==> src/iwdt_defines.svh <==
// Register offsets, field positions, reset values and timing counts of the watchdog
`ifndef IWDT_DEFINES_SVH
`define IWDT_DEFINES_SVH

// ----------------------------------------------------------------------------
// Register indices (byte address is four times the index)
// ----------------------------------------------------------------------------
`define IWDT_IDX_TIMEOUT 2'h0
`define IWDT_IDX_MASK 2'h1
`define IWDT_IDX_STATUS 2'h2

// ----------------------------------------------------------------------------
// Fields and reset values
// ----------------------------------------------------------------------------
`define IWDT_MASK_BITS 4
`define IWDT_STAT_EXPIRY_BIT 0
`define IWDT_STAT_UNIT_BIT 7
`define IWDT_TIMEOUT_RST 8'h00
`define IWDT_MASK_RST 8'h00
`define IWDT_STATUS_RST 8'h01

// ----------------------------------------------------------------------------
// Timing
// ----------------------------------------------------------------------------
`define IWDT_CLK_HZ 10000000
`define IWDT_SECOND_S 1
`define IWDT_MINUTE_S 60
`define IWDT_SEC_CYCLES (`IWDT_CLK_HZ * `IWDT_SECOND_S)
`define IWDT_MIN_CYCLES (`IWDT_CLK_HZ * `IWDT_MINUTE_S)

`endif

==> src/iwdt_pkg.sv <==
// Types shared by the watchdog design
package iwdt_pkg;
    typedef enum logic [1:0] {
        IWDT_IDLE = 2'b00,
        IWDT_RUN = 2'b01,
        IWDT_EXPIRED = 2'b10
    } iwdt_state_t;
endpackage

==> src/iwdt_top.sv <==
// Inactivity watchdog timer with Avalon-MM register slave
//
// Contract
// Timeout 1 to 255 units, unit in status
// Minutes by default, seconds when selected
// Eight-bit down counter, one step per unit
// Four activity inputs: keyboard, mouse, two serials
// Input restarts only when its mask bit set
// Reset clears timeout, idles, output high, masked
// Timeout write activates, loads, starts counting
// Enabled trigger before zero reloads the counter
// Counter stops at zero without triggers
// At zero output low, status bit zero
// Any timeout write releases output, status one
// Writing zero deactivates the timer
// Non-zero write starts new countdown
// Assigned interrupt active while status low
// Expiry on pin, interrupt line, status bit
// Status mirrors pin and holds time unit
// Non-zero write while running reloads at once
// Mask bits keyboard, mouse, serial1, serial2
// Prescaler makes one-cycle second/minute tick
// Triggers level-active, synchronised before use
//
// Added by the designer: the Avalon-MM register port and the register addresses.
`timescale 1ns/1ps
`include "iwdt_defines.svh"

module iwdt_top #(
    parameter int SEC_CYCLES = `IWDT_SEC_CYCLES,
    parameter int MIN_CYCLES = `IWDT_MIN_CYCLES
) (
    input wire logic REF_CLK,
    input wire logic RST,
    input wire logic [1:0] AVS_ADDRESS,
    input wire logic AVS_READ,
    input wire logic AVS_WRITE,
    input wire logic [31:0] AVS_WRITEDATA,
    input wire logic [3:0] AVS_BYTEENABLE,
    output logic [31:0] AVS_READDATA,
    output logic AVS_WAITREQUEST,
    input wire logic KEYBOARD_IRQ_SOURCE,
    input wire logic MOUSE_IRQ_SOURCE,
    input wire logic FIRST_SERIAL_PORT,
    input wire logic SECOND_SERIAL_PORT,
    input wire logic IRQ_ROUTE_EN,
    output logic EXPIRY_OUTPUT_N,
    output logic SYSTEM_MGMT_INTERRUPT_N,
    output logic WDT_IRQ
);

    // ------------------------------------------------------------------------
    // Trigger synchronisers
    // ------------------------------------------------------------------------
    logic [`IWDT_MASK_BITS-1:0] trig_raw;
    logic [`IWDT_MASK_BITS-1:0] sync1;
    logic [`IWDT_MASK_BITS-1:0] sync2;
    logic route_s1;
    logic route_s2;
    assign trig_raw = {SECOND_SERIAL_PORT, FIRST_SERIAL_PORT, MOUSE_IRQ_SOURCE,
                       KEYBOARD_IRQ_SOURCE};

    genvar gi;
    generate
        for (gi = 0; gi < `IWDT_MASK_BITS; gi = gi + 1) begin : g_sync
            always_ff @(posedge REF_CLK) begin
                if (RST) begin
                    sync1[gi] <= 1'b0;
                    sync2[gi] <= 1'b0;
                end else begin
                    sync1[gi] <= trig_raw[gi];
                    sync2[gi] <= sync1[gi];
                end
            end
        end
    endgenerate

    always_ff @(posedge REF_CLK) begin
        if (RST) begin
            route_s1 <= 1'b0;
            route_s2 <= 1'b0;
        end else begin
            route_s1 <= IRQ_ROUTE_EN;
            route_s2 <= route_s1;
        end
    end

    // ------------------------------------------------------------------------
    // Register bus
    // ------------------------------------------------------------------------
    logic [7:0] timeout_period_reg;
    logic [`IWDT_MASK_BITS-1:0] trigger_mask_reg;
    logic time_unit;
    logic expiry;
    logic ack;
    logic [31:0] rdata;
    logic [7:0] next_timeout;
    logic [`IWDT_MASK_BITS-1:0] next_mask;
    logic next_unit;
    logic next_ack;
    logic [31:0] next_rdata;
    logic req;
    logic wr_fire;
    logic to_write;

    // One wait state: request is taken on the edge where waitrequest is low
    assign req = (AVS_READ | AVS_WRITE) & ~ack;
    assign wr_fire = AVS_WRITE & ack;
    assign to_write = wr_fire & (AVS_ADDRESS == `IWDT_IDX_TIMEOUT) & AVS_BYTEENABLE[0];

    always_comb begin
        next_timeout = timeout_period_reg;
        next_mask = trigger_mask_reg;
        next_unit = time_unit;
        next_ack = req;
        next_rdata = 32'h00000000;
        if (wr_fire && AVS_BYTEENABLE[0]) begin
            case (AVS_ADDRESS)
                `IWDT_IDX_TIMEOUT: next_timeout = AVS_WRITEDATA[7:0];
                `IWDT_IDX_MASK: next_mask = AVS_WRITEDATA[`IWDT_MASK_BITS-1:0];
                // Unit bit is writable here; expiry bit is read only
                `IWDT_IDX_STATUS: next_unit = AVS_WRITEDATA[`IWDT_STAT_UNIT_BIT];
                default: next_timeout = timeout_period_reg;
            endcase
        end
        if (req && AVS_READ) begin
            case (AVS_ADDRESS)
                `IWDT_IDX_TIMEOUT: next_rdata = {24'h000000, timeout_period_reg};
                `IWDT_IDX_MASK: next_rdata = {28'h0000000, trigger_mask_reg};
                `IWDT_IDX_STATUS: begin
                    next_rdata[`IWDT_STAT_UNIT_BIT] = time_unit;
                    next_rdata[`IWDT_STAT_EXPIRY_BIT] = ~expiry;
                end
                default: next_rdata = 32'h00000000;
            endcase
        end
    end

    always_ff @(posedge REF_CLK) begin
        if (RST) begin
            timeout_period_reg <= `IWDT_TIMEOUT_RST;
            trigger_mask_reg <= `IWDT_MASK_BITS'(`IWDT_MASK_RST);
            time_unit <= 1'b0;
            ack <= 1'b0;
            AVS_WAITREQUEST <= 1'b1;
            rdata <= 32'h00000000;
        end else begin
            timeout_period_reg <= next_timeout;
            trigger_mask_reg <= next_mask;
            time_unit <= next_unit;
            ack <= next_ack;
            AVS_WAITREQUEST <= ~next_ack;
            rdata <= next_rdata;
        end
    end

    assign AVS_READDATA = rdata;

    // ------------------------------------------------------------------------
    // Prescaler
    // ------------------------------------------------------------------------
    logic [31:0] pre_cnt;
    logic [31:0] next_pre;
    logic tick;
    logic next_tick;
    logic [31:0] pre_limit;
    logic restart;
    assign pre_limit = time_unit ? 32'(SEC_CYCLES - 1) : 32'(MIN_CYCLES - 1);

    // ------------------------------------------------------------------------
    // Countdown
    // ------------------------------------------------------------------------
    iwdt_pkg::iwdt_state_t state;
    iwdt_pkg::iwdt_state_t next_state;
    logic [7:0] count;
    logic [7:0] next_count;
    logic next_expiry;
    logic trig_hit;
    assign trig_hit = |(sync2 & trigger_mask_reg);
    // Unit boundaries restart with each load so the first step is a full unit
    assign restart = to_write | (state == iwdt_pkg::IWDT_RUN && trig_hit);

    always_comb begin
        next_pre = pre_cnt + 32'h00000001;
        next_tick = 1'b0;
        if (restart || state != iwdt_pkg::IWDT_RUN) begin
            next_pre = 32'h00000000;
        end else if (pre_cnt >= pre_limit) begin
            next_pre = 32'h00000000;
            next_tick = 1'b1;
        end
    end

    always_comb begin
        next_state = state;
        next_count = count;
        next_expiry = expiry;
        case (state)
            iwdt_pkg::IWDT_IDLE: next_expiry = 1'b0;
            iwdt_pkg::IWDT_RUN: begin
                if (trig_hit) begin
                    next_count = timeout_period_reg;
                end else if (tick) begin
                    next_count = count - 8'h01;
                    if (count == 8'h01) begin
                        next_state = iwdt_pkg::IWDT_EXPIRED;
                        next_expiry = 1'b1;
                    end
                end
            end
            iwdt_pkg::IWDT_EXPIRED: next_count = 8'h00;
            default: next_state = iwdt_pkg::IWDT_IDLE;
        endcase
        if (to_write) begin
            next_expiry = 1'b0;
            next_count = AVS_WRITEDATA[7:0];
            if (AVS_WRITEDATA[7:0] == 8'h00) begin
                next_state = iwdt_pkg::IWDT_IDLE;
            end else begin
                next_state = iwdt_pkg::IWDT_RUN;
            end
        end
    end

    always_ff @(posedge REF_CLK) begin
        if (RST) begin
            state <= iwdt_pkg::IWDT_IDLE;
            count <= 8'h00;
            expiry <= 1'b0;
            pre_cnt <= 32'h00000000;
            tick <= 1'b0;
            EXPIRY_OUTPUT_N <= 1'b1;
            SYSTEM_MGMT_INTERRUPT_N <= 1'b1;
            WDT_IRQ <= 1'b0;
        end else begin
            state <= next_state;
            count <= next_count;
            expiry <= next_expiry;
            pre_cnt <= next_pre;
            tick <= next_tick;
            EXPIRY_OUTPUT_N <= ~next_expiry;
            SYSTEM_MGMT_INTERRUPT_N <= ~next_expiry;
            WDT_IRQ <= next_expiry & route_s2;
        end
    end

    // ------------------------------------------------------------------------
    // Checks
    // ------------------------------------------------------------------------
    AST_WRITE_RELEASES: assert property (
        @(posedge REF_CLK) disable iff (RST)
        to_write |=> EXPIRY_OUTPUT_N)
        else $error("timeout write did not release output");
    AST_ZERO_IDLES: assert property (
        @(posedge REF_CLK) disable iff (RST)
        to_write && AVS_WRITEDATA[7:0] == 8'h00 |=> state == iwdt_pkg::IWDT_IDLE)
        else $error("zero write did not idle");
    AST_LOAD: assert property (
        @(posedge REF_CLK) disable iff (RST)
        to_write |=> count == $past(AVS_WRITEDATA[7:0]))
        else $error("counter not loaded");
    AST_RELOAD: assert property (
        @(posedge REF_CLK) disable iff (RST)
        state == iwdt_pkg::IWDT_RUN && trig_hit && !to_write |=> count == timeout_period_reg)
        else $error("trigger did not reload");
    AST_EXPIRE: assert property (
        @(posedge REF_CLK) disable iff (RST)
        state == iwdt_pkg::IWDT_RUN && tick && !trig_hit && !to_write && count == 8'h01
        |=> !EXPIRY_OUTPUT_N && count == 8'h00) else $error("no expiry at zero");
    AST_HOLD_ZERO: assert property (
        @(posedge REF_CLK) disable iff (RST)
        state == iwdt_pkg::IWDT_EXPIRED && !to_write |=> $stable(count) && !EXPIRY_OUTPUT_N)
        else $error("counter moved after expiry");
    AST_STEP: assert property (
        @(posedge REF_CLK) disable iff (RST)
        state == iwdt_pkg::IWDT_RUN && tick && !trig_hit && !to_write
        |=> count == $past(count) - 8'h01) else $error("bad decrement");
    AST_MASKED: assert property (
        @(posedge REF_CLK) disable iff (RST)
        state == iwdt_pkg::IWDT_RUN && !tick && !trig_hit && !to_write |=> $stable(count))
        else $error("count moved without cause");
    AST_IDLE_OUT: assert property (
        @(posedge REF_CLK) disable iff (RST)
        state == iwdt_pkg::IWDT_IDLE |-> EXPIRY_OUTPUT_N && !WDT_IRQ)
        else $error("idle output active");
    AST_TICK_PULSE: assert property (
        @(posedge REF_CLK) disable iff (RST)
        tick |=> !tick)
        else $error("tick wider than one cycle");
    AST_IDLE_STILL: assert property (
        @(posedge REF_CLK) disable iff (RST)
        state == iwdt_pkg::IWDT_IDLE && !to_write |=> count == 8'h00 && !tick)
        else $error("countdown runs while idle");
    AST_IRQ_LEVEL: assert property (
        @(posedge REF_CLK) disable iff (RST)
        state == iwdt_pkg::IWDT_EXPIRED && route_s2 && !to_write |=> WDT_IRQ)
        else $error("routed interrupt not held while expired");
    // Read data is latched one edge before it is presented, so it shows the earlier pin level
    AST_STATUS_PIN: assert property (
        @(posedge REF_CLK) disable iff (RST)
        req && AVS_READ && AVS_ADDRESS == `IWDT_IDX_STATUS
        |=> AVS_READDATA[`IWDT_STAT_EXPIRY_BIT] == $past(EXPIRY_OUTPUT_N))
        else $error("status bit does not follow the expiry pin");
    AST_RESET_STATE: assert property (
        @(posedge REF_CLK)
        RST |=> state == iwdt_pkg::IWDT_IDLE && EXPIRY_OUTPUT_N && AVS_WAITREQUEST
            && timeout_period_reg == 8'h00 && trigger_mask_reg == 4'h0)
        else $error("reset did not clear the watchdog");

endmodule

==> config.mk <==
export PLATFORM = sky130hd
export DESIGN_NAME = iwdt_top
export DESIGN_NICKNAME = d
export VERILOG_FILES = /design/src/iwdt_pkg.sv /design/src/iwdt_top.sv
export VERILOG_INCLUDE_DIRS = /design/src
export SDC_FILE = /design/constraint.sdc
export NUM_CORES = 1
export LEC_CHECK = 0
export BUFFER_PORTS_ARGS = -buffer_cell sky130_fd_sc_hd__buf_2
export CORE_MARGIN = 4
export CORE_UTILIZATION = 26
export CTS_CLUSTER_SIZE = 8
export DETAILED_ROUTE_END_ITERATION = 12
export HOLD_SLACK_MARGIN = 0.1
export PLACE_DENSITY = 0.49
export SLEW_MARGIN = 20
export SYNTH_ARGS = -nofsm -noshare
export SYNTH_HDL_FRONTEND = slang
export SYNTH_SLANG_ARGS = --single-unit
==> constraint.sdc <==
create_clock -name REF_CLK -period 3.5 [get_ports REF_CLK]
set_input_delay 0.35 -clock REF_CLK [delete_from_list [all_inputs] [get_ports REF_CLK]]
set_output_delay 0.35 -clock REF_CLK [all_outputs]
set_load 0.02 [all_outputs]
* Word-level counts from Yosys, hierarchy flattened
Cells that the tools add are included.
Storage, ports and cells: bits of input ports 47, word-level logic and storage cells 89, bits in registers 103, output and inout bits 36
Cells by class: reduce and logical (&&, ||, !) cells 18, muxes and demuxes 20, add/sub/neg operators 2, bitwise logic cells 13, $lt $le $gt $ge 1, equality and inequality tests 11
Operators by type and width (count):
- 32-bit by 1-bit adder with 32-bit output (second input constant) | 1
- 32-bit by 30-bit >= comparator with 1-bit output | 1
- 30-bit two-way mux | 1
- 8-bit two-way mux | 3
- 8-bit case mux with 2 select lines | 1
- 6-bit case mux with 2 select lines | 1
- 8-bit by 1-bit == test with 1-bit output (second input constant) | 1
- 8-bit zero test | 1
- 2-bit two-way mux | 4
- 2-bit AND reduction | 4
- 8-bit by 1-bit subtractor with 8-bit output (second input constant) | 1
- 1-bit two-way mux | 6
- 3-bit inequality test (second input constant) | 2
- 2-bit OR reduction | 3
- 1-bit AND | 5
- 1-bit NOT | 5
- 4-bit AND | 1
- 2-bit by 1-bit == test with 1-bit output (second input constant) | 2
- 2-bit == test (second input constant) | 2
- 2-bit zero test | 2
- 2-bit by 1-bit inequality test with 1-bit output (second input constant) | 2
- 4-bit inequality test (second input constant) | 1
- 1-bit case mux with 2 select lines | 2
- 2-bit case mux with 2 select lines | 1
- 9 further kinds | 12

* Depth between registers and ports, before layout
word-level depth 7, gate-level depth with buffers 8, gate-level depth less buffers 7

* Worst setup path after synthesis
Ideal clock, no wire load.
path type register to register, start point register time_unit, end point register pre_cnt[18], required time 3358 ps, path slack 1287 ps, cell stages (with the launch flop) 9, buffers on the path 1, data arrival time 2071 ps, period minus slack after synthesis 2213 ps, cell sequence dfxtp_1 -> inv_1 -> ha_1 -> nand4b_1 -> or3_1 -> a21o_1 -> o211ai_1 -> buf_2 -> nor3_1
On the way: cells in the longest elaborated chain, start to end 3
RTL lines:
- from (decl) | RTL line iwdt_top.sv:93 | logic time_unit;
- from (signal assigned) | RTL line iwdt_top.sv:150 | time_unit <= next_unit;
- 30-bit two-way mux | RTL line iwdt_top.sv:168 | assign pre_limit = time_unit ? 32'(SEC_CYCLES - 1) : 32'(MIN_CYCLES - 1);
- 32-bit by 30-bit >= comparator with 1-bit output | RTL line iwdt_top.sv:188 | end else if (pre_cnt >= pre_limit) begin
- 3-bit OR reduction (no source line)
- to (signal assigned) | RTL line iwdt_top.sv:239 | pre_cnt <= next_pre;
- to (decl) | RTL line iwdt_top.sv:162 | logic [31:0] pre_cnt;
No other way between the ends. A chain may end at the register's enable or synchronous reset.

* Worst setup path in the final report
start point register time_unit, end point register pre_cnt[10]
The elaborated chain is that of the path after synthesis.

==> impl_metrics.tcl <==
set metrics [dict create \
    largest_register_ff_count 32 \
    max_rail_drop_vdd_uv 235 \
    initial_util_pct 26.8 \
    count_of_nets_left_with_antenna_violations_after_detail_routing 0 \
    dpl_cell_area_mm2 0.00416 \
    endpoint_of_the_most_critical_register_to_register_path "pre_cnt[10]" \
    tritoncts_clock_tree "yes" \
    timing.final.hold_violations 0 \
    detail_route.vias_per_cell 4.59 \
    clock_sinks 79 \
    ctsHtreeMaxLevel 3 \
    first_global_vias 2924 \
    worstMarginPinSlew_ns 0.787 \
    critical_path_class "reg -> reg" \
    synth_sequential_area_ratio_pct 40.1 \
    cts.root.buffer_cell "clkbuf_16" \
    max-clock-path-buffers 2 \
    grt_pass1_wl_mm 14.4 \
    cts-resized-gates 0 \
    reg2regPathDepth 8 \
    mappedNetlistArea_mm2 0.00394 \
    area_growth_syn_to_layout_pct 12.5 \
    status "completed" \
    timing.max_slew.rel_slack_pct 47.4 \
    insertion_delay_ns 0.33 \
    worst-path-buf-inv 2 \
    grt_max_degree 36 \
    synth-warning-count 0 \
    number_of_enable_flip_flop_cells_after_synthesis 0 \
    post_synth.cell_area_avg_um2 9.02 \
    cell_type_group_with_the_largest_total_delay_on_the_critical_path "flip-flops" \
    antenna_cells_inserted 0 \
    grt-ovfl-total 0 \
    worst_setup_hold_path_clk_slew_ns 0.06 \
    die_w_um 131 \
    finish.net_count 524 \
    cts.repair_timing.setup_buffer_count 0 \
    fp.dieH_um 131 \
    drive_gt1_share_pct 15.9 \
    top_achievable_clock_speed_mhz 392 \
    power.static_leakage_nw 1.65 \
    start_kind "register" \
    timing.setup.tns_ns 0 \
    crit_fanout 20 \
    crit-reg2reg-launch "time_unit" \
    fp.coreArea_mm2 0.0147 \
    drv_cap 0 \
    critPathCapture "pre_cnt[10]" \
    slew_violations 0 \
    min-delay-path-class "in -> reg" \
    cp_num_cells 8 \
    top_register "pre_cnt" \
    timing.final.crit_period_ns 2.55 \
    detailroute.via_count 2979 \
    cts_buffers 9 \
    setup_viol 0 \
    dr.pass1.iters 4 \
    grt_use_total_pct 9.93 \
    total_power_consumption_w 0.00188 \
    ys_async_sr_fraction_pct 0 \
    stdcell_area_mm2 0.00444 \
    crit_chain "inv_1 > ha_1 > nand4b_1 > or3_1 > a21o_1 > o211ai_1 > buf_4 > nor3_1" \
    cts_hold_repair.buffers 0 \
    critPathMaxStageDelay_ns 0.66 \
    rsz0062_at_grt "no" \
    row_count 44 \
    postLayoutCoreUtil_pct 30.2 \
    syn_inst 437 \
    layout.cells.most_common_list "dfxtp_1, nor2_1, nand2_1" \
    synth_flop_cell "dfxtp_1" \
    hold_path_depth 2 \
    postSynthRegisterBits 79 \
    place.port_buffers 31 \
    cp.arrival_ns 2.75 \
    post-dp-hpwl_mm 5.89 \
    finalClockSkew_ns 0.00505 \
    wl_per_cell_um 12.7 \
    drt_iter0_markers 121 \
    overall_routed_net_length_mm 8.27 \
    cpMaxStageDelayCell "dfxtp_1" \
    floorplan.die_area_mm2 0.0172 \
    antenna_found_initial 0 \
    ys_types 49 \
    power_per_cell_area_mw_per_mm2 424 \
    timing.critical_path.required_ns 3.70 \
    critical_path.endpoint_type "register" \
    finalCritPeriodShare_pct 72.9 \
    most_frequent_standard_cell_in_the_layout_excluding_fill_and_tap_cells "dfxtp_1" \
    top_level_ports 83 \
    crit_path_start "time_unit" \
    drc_errors 0 \
    register_to_register_setup_slack_ns 0.95 \
    gpl.final_weighted_congestion 0.749 \
]
==> cell type report <==
cell class | count | area [µm²]
inverter | 14 | 52.6
clock buffer | 12 | 246
clock inverter | 4 | 30.0
timing repair buffer | 35 | 185
fill | 1580 | 10300
sequential | 79 | 1580
multi-input combinational | 321 | 2110
tap | 184 | 230
==> metal layers <==
metal / wire length, µm / track usage (%) / vias to the layer above / part of all wire (%)
met5: 0 / 0 / - / 0
met4: 112 / 2.98 / 0 / 1.4
met3: 483 / 2.98 / 10 / 5.8
met2: 3760 / 16.2 / 79 / 45
met1: 3910 / 12.7 / 1366 / 47
li1: - / - / 1524 / -
==> through the flow <==
stage / hold WS [ns] / cells / worst slack, ns
after CTS: 0.217 / 649 / 0.901
after floorplan: 0.406 / 461 / 1.29
final: 0.227 / 649 / 0.947
after global routing: 0.225 / 649 / 0.716
after detailed placement: 0.423 / 633 / 0.920
after global placement: 0.418 / 633 / 0.967
==> cells in the mapped netlist, types with 13 or more instances <==
cell / count / area, µm²
buf_4: 25 / 188
nor2_1: 41 / 154
nand2_1: 32 / 120
nand3_1: 13 / 65.1
clkbuf_1: 13 / 48.8
dfxtp_1: 79 / 1580
inv_1: 14 / 52.6
xnor2_1: 27 / 236
ha_1: 17 / 213
nor3_2: 16 / 160
a21oi_1: 16 / 80.1
nor3_1: 30 / 150
==> worst min path at each step <==
| stage | start | end | slack, ns |
|---|---|---|---|
| after floorplan | route_s2 | WDT_IRQ | 0.41 |
| after CTS | SECOND_SERIAL_PORT | sync1[3] | 0.22 |
| after detailed placement | sync1[1] | sync2[1] | 0.42 |
| final | SECOND_SERIAL_PORT | sync1[3] | 0.23 |
| after global routing | KEYBOARD_IRQ_SOURCE | sync1[0] | 0.23 |
| after global placement | route_s2 | WDT_IRQ | 0.42 |
==> kinds of logic (layout without fill, tap and decap cells) <==
logic type / Yosys count / count (layout) / share of synthesized area, %
AOI/OAI and AO/OA: 49 / 49 / 8.60
xor gates and xnor gates: 32 / 32 / 7.11
adders and majority gates: 17 / 17 / 5.40
buffers and inverters: 61 / 65 / 8.64
DFF: 79 / 79 / 40.1
muxes: 11 / 11 / 2.83
other: 1 / 25 / 0.0951
and+or+nand+nor: 187 / 187 / 27.2
==> report_power, final <==
group	total (W)	switching, W	internal, W
Clock	0.000868	0.000366	0.000502
Combinational	0.0000981	0.0000671	0.0000310
Sequential	0.000916	0.00000593	0.000910
Total	0.00188	0.000439	0.00144
Power figures use the tool's default switching activity.
